===== config.mk =====
export PLATFORM = sky130hd
export DESIGN_NAME = cic_config_ctrl
export DESIGN_NICKNAME = d
export VERILOG_FILES = /design/src/rtl/cic_buffer.v /design/src/rtl/cic_config_ctrl.v
export VERILOG_INCLUDE_DIRS = /design/src /design/src/rtl
export SDC_FILE = /design/constraint.sdc
export NUM_CORES = 1
export LEC_CHECK = 0
export ABC_AREA = 1
export BUFFER_PORTS_ARGS = -buffer_cell sky130_fd_sc_hd__buf_2
export CORE_UTILIZATION = 39
export CTS_CLUSTER_SIZE = 14
export DETAILED_ROUTE_END_ITERATION = 10
export GPL_TIMING_DRIVEN = 0
export PLACE_DENSITY = 0.62
export SLEW_MARGIN = 20
export SYNTH_ARGS = -nofsm -noshare
export SYNTH_HDL_FRONTEND = slang
export SYNTH_SLANG_ARGS = --single-unit

===== constraint.sdc =====
create_clock -name mclk -period 3.1 [get_ports mclk]
set_input_delay 0.62 -clock mclk [delete_from_list [all_inputs] [get_ports mclk]]
set_output_delay 0.62 -clock mclk [all_outputs]
set_load 0.01 [all_outputs]

===== src/rtl/cic_defines.vh =====
/*
 * Constants of the configuration and start-up controller: instruction
 * codes, boot address, widths and reset values.
 * Assumes inclusion by bare name from the rtl and verification files.
 */
`ifndef CIC_DEFINES_VH
`define CIC_DEFINES_VH

`define CIC_IR_WIDTH 10
`define CIC_INSTR_LOAD_CHECKSUM 10'h015
`define CIC_INSTR_SET_BOOT_ADDR 10'h016
`define CIC_INSTR_BYPASS 10'h3FF
`define CIC_ADDR_WIDTH 24
`define CIC_BOOT_ADDR_DEFAULT 24'h01_0000
`define CIC_CRC_WIDTH 32
`define CIC_CRC_POLY 32'h04C1_1DB7
`define CIC_CRC_INIT 32'hFFFF_FFFF
`define CIC_WORD_WIDTH 32
`define CIC_INIT_DONE_OPT_BIT 0
`define CIC_FIRST_FRAME_WORDS 4'h1

`endif


===== src/rtl/cic_buffer.v =====
/*
 * Two-entry buffer with valid and ready on both sides.
 * Assumes a single clock and a synchronous active-low reset.
 */
`default_nettype none
module cic_buffer #(
    parameter WIDTH = 32
) (
    // Clock and reset
    input wire mclk,
    input wire rstn,
    // Fill side
    input wire in_valid,
    output wire in_ready,
    input wire [WIDTH-1:0] in_data,
    // Drain side
    output wire out_valid,
    input wire out_ready,
    output wire [WIDTH-1:0] out_data
);
    reg [WIDTH-1:0] mem_q [0:1];
    reg wr_q;
    reg rd_q;
    reg [1:0] cnt_q;
    wire push;
    wire pop;

    assign in_ready = (cnt_q != 2'd2);
    assign out_valid = (cnt_q != 2'd0);
    assign out_data = mem_q[rd_q];
    assign push = in_valid && in_ready;
    assign pop = out_valid && out_ready;

    always @(posedge mclk) begin
        if (!rstn) begin
            wr_q <= 1'b0;
            rd_q <= 1'b0;
            cnt_q <= 2'd0;
        end else begin
            if (push) begin
                wr_q <= ~wr_q;
            end
            if (pop) begin
                rd_q <= ~rd_q;
            end
            if (push && !pop) begin
                cnt_q <= cnt_q + 2'd1;
            end else if (pop && !push) begin
                cnt_q <= cnt_q - 2'd1;
            end
        end
    end

    // Storage needs no reset; occupancy guards it
    always @(posedge mclk) begin
        if (push) begin
            mem_q[wr_q] <= in_data;
        end
    end
endmodule // cic_buffer
`default_nettype wire


===== src/rtl/cic_config_ctrl.v =====
/*
 * Configuration and start-up controller: serial loading, boot address,
 * start-up pins, JTAG instruction register and error-detection checksum.
 * Assumes pins and link clocks are asynchronous to mclk; mclk runs
 * several times faster than cfg_serial_clock and the JTAG clock.
 */
`include "cic_defines.vh"
`default_nettype none
module cic_config_ctrl #(
    parameter INIT_CYCLES = 8,
    parameter CFG_WORDS = 16
) (
    // Clock and reset
    input wire mclk,
    input wire rstn,
    // Configuration pins
    input wire cfg_request_n,
    input wire chip_enable_n,
    input wire cfg_serial_clock,
    input wire cfg_serial_data,
    input wire active_parallel_loading,
    input wire active_serial_loading,
    input wire flash_wait,
    output wire as_clock_out,
    output wire as_clock_oe,
    output wire [`CIC_ADDR_WIDTH-1:0] boot_address,
    output wire ap_bus_oe,
    // Start-up options
    input wire opt_user_clock_en,
    input wire opt_as_clock_from_user,
    input wire opt_oct_gate_en,
    input wire opt_global_oe_en,
    input wire opt_global_clr_en,
    input wire opt_crc_en,
    // Start-up pins
    input wire user_startup_clock,
    input wire termination_cal_complete,
    input wire global_output_enable,
    input wire global_clear_n,
    output wire init_done_out,
    output wire init_done_oe,
    output wire crc_error_out,
    output wire crc_error_oe,
    output wire io_tristate_all,
    output wire user_reg_clear,
    output wire user_mode,
    // Configuration words to the fabric
    output wire word_valid,
    input wire word_ready,
    output wire [`CIC_WORD_WIDTH-1:0] word_data,
    // JTAG
    input wire tck,
    input wire tms_shift_dr,
    input wire tms_shift_ir,
    input wire tms_update,
    input wire tdi,
    output reg tdo_q
);
    localparam ST_RESET = 3'd0;
    localparam ST_LOAD = 3'd1;
    localparam ST_INIT = 3'd2;
    localparam ST_USER = 3'd3;

    function [`CIC_CRC_WIDTH-1:0] crc_step;
        input [`CIC_CRC_WIDTH-1:0] crc;
        input bit_in;
        begin
            if (crc[`CIC_CRC_WIDTH-1] ^ bit_in) begin
                crc_step = {crc[`CIC_CRC_WIDTH-2:0], 1'b0} ^ `CIC_CRC_POLY;
            end else begin
                crc_step = {crc[`CIC_CRC_WIDTH-2:0], 1'b0};
            end
        end
    endfunction

    // Two-stage synchronisers
    reg [1:0] req_s;
    reg [1:0] ce_s;
    reg [1:0] sclk_s;
    reg [1:0] sdat_s;
    reg [1:0] uclk_s;
    reg [1:0] oct_s;
    reg [1:0] goe_s;
    reg [1:0] gclr_s;
    reg [1:0] tck_s;
    reg [1:0] tdi_s;
    reg [1:0] sdr_s;
    reg [1:0] sir_s;
    reg [1:0] upd_s;
    reg sclk_prev_q;
    reg uclk_prev_q;
    reg tck_prev_q;

    always @(posedge mclk) begin
        if (!rstn) begin
            req_s <= 2'b00;
            ce_s <= 2'b11;
            sclk_s <= 2'b00;
            sdat_s <= 2'b00;
            uclk_s <= 2'b00;
            oct_s <= 2'b00;
            goe_s <= 2'b11;
            gclr_s <= 2'b11;
            tck_s <= 2'b00;
            tdi_s <= 2'b00;
            sdr_s <= 2'b00;
            sir_s <= 2'b00;
            upd_s <= 2'b00;
            sclk_prev_q <= 1'b0;
            uclk_prev_q <= 1'b0;
            tck_prev_q <= 1'b0;
        end else begin
            req_s <= {req_s[0], cfg_request_n};
            ce_s <= {ce_s[0], chip_enable_n};
            sclk_s <= {sclk_s[0], cfg_serial_clock};
            sdat_s <= {sdat_s[0], cfg_serial_data};
            uclk_s <= {uclk_s[0], user_startup_clock};
            oct_s <= {oct_s[0], termination_cal_complete};
            goe_s <= {goe_s[0], global_output_enable};
            gclr_s <= {gclr_s[0], global_clear_n};
            tck_s <= {tck_s[0], tck};
            tdi_s <= {tdi_s[0], tdi};
            sdr_s <= {sdr_s[0], tms_shift_dr};
            sir_s <= {sir_s[0], tms_shift_ir};
            upd_s <= {upd_s[0], tms_update};
            sclk_prev_q <= sclk_s[1];
            uclk_prev_q <= uclk_s[1];
            tck_prev_q <= tck_s[1];
        end
    end

    wire sclk_rise = sclk_s[1] && !sclk_prev_q;
    wire uclk_rise = uclk_s[1] && !uclk_prev_q;
    wire tck_rise = tck_s[1] && !tck_prev_q;
    wire in_reset = !req_s[1];

    reg [2:0] state_q;
    reg [4:0] bit_cnt_q;
    reg [`CIC_WORD_WIDTH-1:0] shift_q;
    reg word_push_q;
    reg [`CIC_WORD_WIDTH-1:0] word_q;
    reg [15:0] word_cnt_q;
    reg init_opt_q;
    reg [15:0] init_cnt_q;
    reg [`CIC_CRC_WIDTH-1:0] crc_ref_q;
    reg [`CIC_CRC_WIDTH-1:0] crc_run_q;
    reg crc_err_q;
    reg [`CIC_IR_WIDTH-1:0] ir_shift_q;
    reg [`CIC_IR_WIDTH-1:0] ir_q;
    reg [`CIC_CRC_WIDTH-1:0] dr_shift_q;
    reg [`CIC_ADDR_WIDTH-1:0] boot_q;
    reg ascl_q;
    wire buf_in_ready;

    // Words stall loading until the buffer accepts them
    wire bit_take = sclk_rise && !word_push_q;
    wire init_tick = opt_user_clock_en ? uclk_rise : 1'b1;
    wire oct_ok = !opt_oct_gate_en || oct_s[1];
    // Whole word, including the bit taken on this edge
    wire [`CIC_WORD_WIDTH-1:0] word_next = {shift_q[`CIC_WORD_WIDTH-2:0],
        sdat_s[1]};

    always @(posedge mclk) begin
        if (!rstn || in_reset) begin
            state_q <= ST_RESET;
            bit_cnt_q <= 5'd0;
            shift_q <= {`CIC_WORD_WIDTH{1'b0}};
            word_push_q <= 1'b0;
            word_q <= {`CIC_WORD_WIDTH{1'b0}};
            word_cnt_q <= 16'd0;
            init_opt_q <= 1'b0;
            init_cnt_q <= 16'd0;
            crc_ref_q <= `CIC_CRC_INIT;
        end else begin
            if (word_push_q && buf_in_ready) begin
                word_push_q <= 1'b0;
            end
            case (state_q)
                ST_RESET: begin
                    state_q <= ST_LOAD;
                end
                ST_LOAD: begin
                    if (bit_take) begin
                        shift_q <= word_next;
                        crc_ref_q <= crc_step(crc_ref_q, sdat_s[1]);
                        bit_cnt_q <= bit_cnt_q + 5'd1;
                        if (bit_cnt_q == 5'd31) begin
                            word_q <= word_next;
                            word_push_q <= 1'b1;
                            word_cnt_q <= word_cnt_q + 16'd1;
                            if (word_cnt_q == {12'h000,
                                    `CIC_FIRST_FRAME_WORDS} - 16'd1) begin
                                init_opt_q <= word_next[
                                    `CIC_INIT_DONE_OPT_BIT];
                            end
                            if (word_cnt_q == CFG_WORDS[15:0] - 16'd1) begin
                                state_q <= ST_INIT;
                            end
                        end
                    end
                end
                ST_INIT: begin
                    if (init_tick && init_cnt_q != INIT_CYCLES[15:0]) begin
                        init_cnt_q <= init_cnt_q + 16'd1;
                    end
                    if (init_cnt_q == INIT_CYCLES[15:0] && oct_ok &&
                            !word_push_q) begin
                        state_q <= ST_USER;
                    end
                end
                ST_USER: begin
                    state_q <= ST_USER;
                end
                default: begin
                    state_q <= ST_RESET;
                end
            endcase
        end
    end

    wire is_user = (state_q == ST_USER);
    wire configuring = !is_user;

    cic_buffer #(
        .WIDTH(`CIC_WORD_WIDTH)
    ) u_buf (
        .mclk(mclk),
        .rstn(rstn && !in_reset),
        .in_valid(word_push_q),
        .in_ready(buf_in_ready),
        .in_data(word_q),
        .out_valid(word_valid),
        .out_ready(word_ready),
        .out_data(word_data)
    );

    // Open-drain init-done: oe high pulls the pin low
    assign init_done_out = 1'b0;
    assign init_done_oe = init_opt_q && !is_user && !in_reset;
    assign user_mode = is_user;

    // JTAG over sampled tck; IR ten bits wide
    always @(posedge mclk) begin
        if (!rstn) begin
            ir_shift_q <= {`CIC_IR_WIDTH{1'b0}};
            ir_q <= `CIC_INSTR_BYPASS;
            dr_shift_q <= {`CIC_CRC_WIDTH{1'b0}};
            boot_q <= `CIC_BOOT_ADDR_DEFAULT;
            tdo_q <= 1'b0;
        end else if (tck_rise) begin
            if (sir_s[1]) begin
                ir_shift_q <= {tdi_s[1],
                    ir_shift_q[`CIC_IR_WIDTH-1:1]};
                tdo_q <= ir_shift_q[0];
            end else if (sdr_s[1]) begin
                dr_shift_q <= {tdi_s[1], dr_shift_q[`CIC_CRC_WIDTH-1:1]};
                tdo_q <= dr_shift_q[0];
            end
            if (upd_s[1] && sir_s[1] == 1'b0 && sdr_s[1] == 1'b0) begin
                ir_q <= ir_shift_q;
            end
            if (upd_s[1] && ir_q == `CIC_INSTR_SET_BOOT_ADDR &&
                    configuring) begin
                boot_q <= dr_shift_q[`CIC_ADDR_WIDTH-1:0];
            end
        end
    end

    // Checksum instruction only acts in user mode
    wire edreg_sel = (ir_q == `CIC_INSTR_LOAD_CHECKSUM) && is_user;
    wire edreg_load = tck_rise && upd_s[1] && edreg_sel;

    // JTAG-loaded checksum is compared with the one computed while loading; a mismatch means corruption
    always @(posedge mclk) begin
        if (!rstn || in_reset) begin
            crc_run_q <= `CIC_CRC_INIT;
            crc_err_q <= 1'b0;
        end else if (is_user && opt_crc_en) begin
            if (edreg_load) begin
                crc_run_q <= dr_shift_q;
            end
            crc_err_q <= (crc_run_q != crc_ref_q);
        end
    end

    // Open-drain active high: release lets the pull-up signal the error
    assign crc_error_out = 1'b0;
    assign crc_error_oe = !(crc_err_q && is_user && opt_crc_en);

    assign boot_address = boot_q;
    // Flash wait never enters the loading logic
    assign ap_bus_oe = active_parallel_loading && configuring &&
        !ce_s[1] && !in_reset;
    wire unused_wait = flash_wait;

    // Serial flash clock from user clock or internal divider
    always @(posedge mclk) begin
        if (!rstn) begin
            ascl_q <= 1'b0;
        end else begin
            ascl_q <= ~ascl_q;
        end
    end
    assign as_clock_out = opt_as_clock_from_user ? uclk_s[1] : ascl_q;
    assign as_clock_oe = active_serial_loading && configuring &&
        !ce_s[1] && !in_reset;

    // Options off leave the pins as user I/O, tri-stated until user mode
    assign io_tristate_all = configuring ||
        (opt_global_oe_en && !goe_s[1]);
    assign user_reg_clear = opt_global_clr_en && !gclr_s[1];
endmodule // cic_config_ctrl
`default_nettype wire


Word-level counts from Yosys, hierarchy flattened

Memory sizes are Yosys's and may differ from the RTL's. A register that Yosys moved wholly into a read port is not among the register bits.
Cells that the tools add are included.

Output and inout bits: 68
Word-level logic and storage cells: 149
RAM bits: 64
Bits in registers: 281
Memories: 1

Memory list:

| memory      | depth | bits a word | read ports | clocked after Yosys merged registers in | write ports | line            | source |
|---|---|---|---|---|---|---|---|
| u_buf.mem_q | 2     | 32          | 1          | 1                                       | 1           | cic_buffer.v:21 | `reg [WIDTH-1:0] mem_q [0:1];` |

Reductions and logical operators: 65
Add/sub/neg operators: 5
Mux-type cells: 20
Bitwise operators: 7
Equality and inequality tests: 15

Operator list:

| cell                  | count |
|---|---|
| $add 16x1->16 const B | 2 |
| $eq 16x4->1 const B   | 2 |
| $logic_and 1x1->1     | 32 |
| $ne 32x32->1          | 1 |
| $mux 27               | 1 |
| $eq 10x5->1 const B   | 2 |
| $logic_not 16->1      | 1 |
| $ne 16x4->1 const B   | 1 |
| $logic_not 1->1       | 14 |
| $not 14->14           | 1 |
| $reduce_and 2->1      | 7 |
| $mux 1                | 12 |
| $mux 3                | 4 |
| $pmux 3 s4            | 1 |
| $ne 2x2->1 const B    | 5 |
| $reduce_and 4->1      | 2 |
| $eq 3x2->1 const B    | 2 |
| $reduce_and 3->1      | 2 |
| $reduce_bool 2->1     | 3 |
| $add 5x1->5 const B   | 1 |
| $eq 5x5->1 const B    | 1 |
| $not 1->1             | 5 |
| $mux 2                | 2 |
| $eq 3x1->1 const B    | 1 |
| other kinds (5)       | 7 |

Logic depth before layout (Yosys ltp)

Depth in word-level cells: 6
Mapped depth: 11
Depth with buffers taken out: 10

By module

A second synthesis with hierarchy kept.

Cell total of the unflattened synthesis: 1566
Area total of the unflattened synthesis: 13595.5 µm²

Modules (own cells, without submodules):

| module          | cells an instance | instances | area each (µm²) |
|---|---|---|---|
| cic_config_ctrl | 1429              | 1         | 10886.7 |
| cic_buffer      | 137               | 1         | 2708.8 |

Least setup slack after synthesis

No wires, ideal clock.

Path type: register to register
Start point: register u_buf.cnt_q[0]
End point: memory u_buf.mem_q[1][0], enable pin
Arrival: 2.019 ns
Stages on the path, launching flop included: 5
Clock period less this slack: 2.441 ns
Required time: 2.677 ns
Setup slack: 0.659 ns
Buffers on the path: 0
Setup time: 0.423 ns
Cell sequence: dfxtp_1 > inv_1 > a21oi_1 > inv_1 > nor2_1

Word-level cells in the longest chain between the ends: 4

RTL lines:

| what                         | line            | source |
|---|---|---|
| start, declared              | cic_buffer.v:24 | `reg [1:0] cnt_q;` |
| start signal, assigned       | cic_buffer.v:47 | `cnt_q <= cnt_q + 2'd1;` |
| start signal, assigned       | cic_buffer.v:49 | `cnt_q <= cnt_q - 2'd1;` |
| $ne 2x2->1                   | cic_buffer.v:28 | `assign in_ready = (cnt_q != 2'd2);` |
| $logic_and 1x1->1            | cic_buffer.v:31 | `assign push = in_valid && in_ready;` |
| named net u_buf.push         | cic_buffer.v:25 | `wire push;` |
| $mux 1                       | cic_buffer.v:56 | `if (push) begin` |
| $mux 1 (not written as such) | cic_buffer.v:57 | `mem_q[wr_q] <= in_data;` |
| end, declared                | cic_buffer.v:21 |  |

The timed path passes the listed nets, and every way through them passes these cells.

==> reports/results.ini <==
[status]
outcome = finished clean

[floorplan]
initial_utilization_pct = 39.9
ios = 93
fp.dieH_um = 188
row_count = 67
dieArea_sq_um = 35200
core-area_sq_um = 33700
fp.dieW_um = 188

[placed_design]
port-buffer-count = 89
postPlaceCellArea_sq_um = 14500
dp_hpwl_um = 21100
place.gp.congestion = 0.851

[power_and_ir_drop]
p_leak_nw = 6.22
power_frac_comb_pct = 1.7
power_switching_share_pct = 20.2
power_density_nw_per_um2 = 574
total_power_mw = 9.01
seqPwrFrac_pct = 50.9
p_sw_mw = 1.82
p_int_mw = 7.20
p_clk_share_pct = 47.4
peakVddDrop_mv = 0.382

[detailed_routing]
drt_iter0_drc = 568
drt-total-wl_um = 29700
viasPerCell = 4.79
vias = 10348
postRouteAntennaNets = 0
wl_per_cell_um = 13.7
drc_errors = 0
first_pass_iters = 5

[critical_path]
crit_buf_inv = 3
timing.critical_path.mode_cell = buf_2
cp_max_fo = 10
critPathRequiredTime_ps = 2480
end_kind = output port
cp-start-kind = flop
worstSetupPathType = flop to output port
crit_family = buffers and inverters
crit_arrival_ps = 1970
cp_cell_sequence = clkbuf_1, buf_2, mux2_2, buf_2
cpPeakStageDelay_ps = 370
cp_slowest_cell = mux2_2

[finish]
layout-drive-gt1-share_pct = 13.4
num_antenna_cells = 0
final_nets = 1720
syn_to_final_growth_pct = 16.9
mostFrequentLayoutCell = dfxtp_1
fill_cells = 3266
final_cell_mix = dfxtp_1 (281), nand2_1 (255), inv_1 (193)
fin_area_sq_um = 15700

[sta]
grt_setup_unrepaired = false
finalCritPeriodShare_pct = 83.7
slew_headroom_pct = 53.6
setup_viol = 0
tightest_slew_ps = 696
drv_slew = 0
max_freq_mhz = 385
hold_violations = 0
period_minus_slack_ps = 2590
finClkSkew_ps = 12.1

[logic_synthesis]
synth_top_area_share_pct = 41.8
postSynthAreaPerCell_sq_um = 8.64
ys_top_cells_by_area = dfxtp_1 (42%), edfxtp_1 (14%), nand2_1 (7.1%), a21oi_1 (5.6%), inv_1 (5.4%)
synth.largest_area_cell = dfxtp_1
synth_top_family_by_area = compound AO/OA/AOI/OAI gates
synth_seq_cells = 345
synthMuxAreaShare_pct = 2.76
synth.distinct_cells = 41
synthXorXnorAreaFrac_pct = 1.76
synth_compound_area_share_pct = 15.6
synth_area_sq_um = 13400
synthAdderAreaFrac_pct = 0.651
synth_cells = 1556
yosys_warnings = 0
synth-seq-area-share_pct = 56.1
synthSimpleGateAreaFrac_pct = 14.8

[clocking]
clockBufferDepth = 3
clkTransAtPathRegs_ps = 50
htreeDepth = 2
cts-buffers-inserted = 38
postCtsSetupRepairBufs = 0
post_cts_resized = 0
numClockSinks = 345
cts_root_buf = clkbuf_16
clock_latency_ps = 510
hold_buffers = 0
cts_tree = built

[grt]
grt_pass1_vias = 9801
grt-ovfl-total = 0
grt_max_degree = 19
grt_antenna_before_repair = 0
grt.total_usage_pct = 16.8
grt_pass1_wl_um = 48900

[flow_run]
maxCapViolations = 0

[worst_hold_path]
hold_class = input port to flop

layer usage:
metal	part of all wire [%]	up-vias	GRT usage, %
met5	0	-	0
met4	1.8	0	4.44
met3	4.3	45	2.47
met2	48	199	29.3
met1	46	4749	21.6
li1	-	5355	-
worst register-to-register path, delay by kind of cell, from the launching register on:
family                     cells  cell delay [ps]
and+or+nand+nor                3              260
adders and majority gates      2              430
DFF                            1              330
AOI/OAI and AO/OA              1              170
buffers and inverters          3              660
path summary, 6_finish.rpt:
| kind | startpoint | to | slack, ps | cells past startpoint |
|---|---|---|---|---|
| worst min-delay path | tck | tck_s[0]$_SDFF_PN0_ | 300 | 3 |
| worst max-delay path | flop | word_data[7] | 510 | 4 |
| worst max register to register | bit_cnt_q[0]$_SDFFE_PN0P_ | word_q[26]$_SDFFE_PN0P_ | 1190 | 9 |
| worst min register to register | req_s[0]$_SDFF_PN0_ | req_s[1]$_SDFF_PN0_ | 410 | 2 |
synth_stat cells (all sizes together):
| cell | number |
|---|---|
| dfxtp | 281 |
| nand2 | 258 |
| inv | 196 |
| nor2 | 159 |
| a21oi | 150 |
| o21ai | 148 |
| edfxtp | 64 |
| o211ai | 57 |
| clkbuf | 50 |
| nand3 | 43 |
| mux2 | 33 |
| buf | 32 |
| xnor2 | 19 |
| a211oi | 17 |
| nor3 | 9 |
| xor2 | 8 |
| ha | 7 |
| nand4 | 7 |
| or2 | 7 |
| nand3b | 2 |
| nor3b | 2 |
| a21boi | 1 |
| a31oi | 1 |
| and2 | 1 |
| clkinv | 1 |
| conb | 1 |
| o21a | 1 |
| o21bai | 1 |
power groups by stage:
stage / Sequential (mW) / Combinational, mW / Clock (mW)
4_1_cts: 4.59 / 0.155 / 4.38
6_report: 4.59 / 0.152 / 4.28
3_5_place_dp: 4.68 / 0.154 / 0
3_3_place_gp: 4.68 / 0.153 / 0
5_1_grt: 4.59 / 0.173 / 4.57
2_1_floorplan: 4.68 / 0.0974 / 0
sequential cells by signal, indices dropped and copies added, names as in the netlist, 5 cells and up, named ones only:
name / cells
u_buf.mem_q: 64
crc_ref_q: 32
crc_run_q: 32
dr_shift_q: 32
word_q: 32
shift_q: 31
boot_address: 24
init_cnt_q: 16
word_cnt_q: 16
ir_q: 10
ir_shift_q: 10
bit_cnt_q: 5
logic make-up (layout without fill, tap and decap cells):
family	after synthesis	count (layout)
muxes	33	33
DFF	345	345
buffers and inverters	279	436
adders and majority gates	7	7
xor gates and xnor gates	27	27
and+or+nand+nor	488	488
other	1	2
AOI/OAI and AO/OA	376	376
per-stage QoR:
stage / setup WS [ps] / setup TNS, ps / util (%) / std cells / hold WS, ps
global route: 363 / 0 / 46.6 / 2162 / 282
floorplan: 659 / 0 / - / 1557 / 389
CTS: 411 / 0 / 46.6 / 2162 / 277
finish: 506 / 0 / 46.6 / 2162 / 295
detailed placement: 927 / 0 / 43.1 / 2096 / 398
global placement: -326 / -19720 / 42.9 / 2094 / 396
layout make-up:
type	count	area, sq um	area share [%]
Sequential cell	345	7550	48.0
Multi-Input combinational cell	933	4800	30.6
Clock buffer	55	1080	6.85
Inverter	197	741	4.71
Tap cell	448	561	3.57
Timing Repair Buffer	91	500	3.19
Buffer	82	372	2.37
Clock inverter	11	111	0.709
Power figures use the tool's default switching activity.
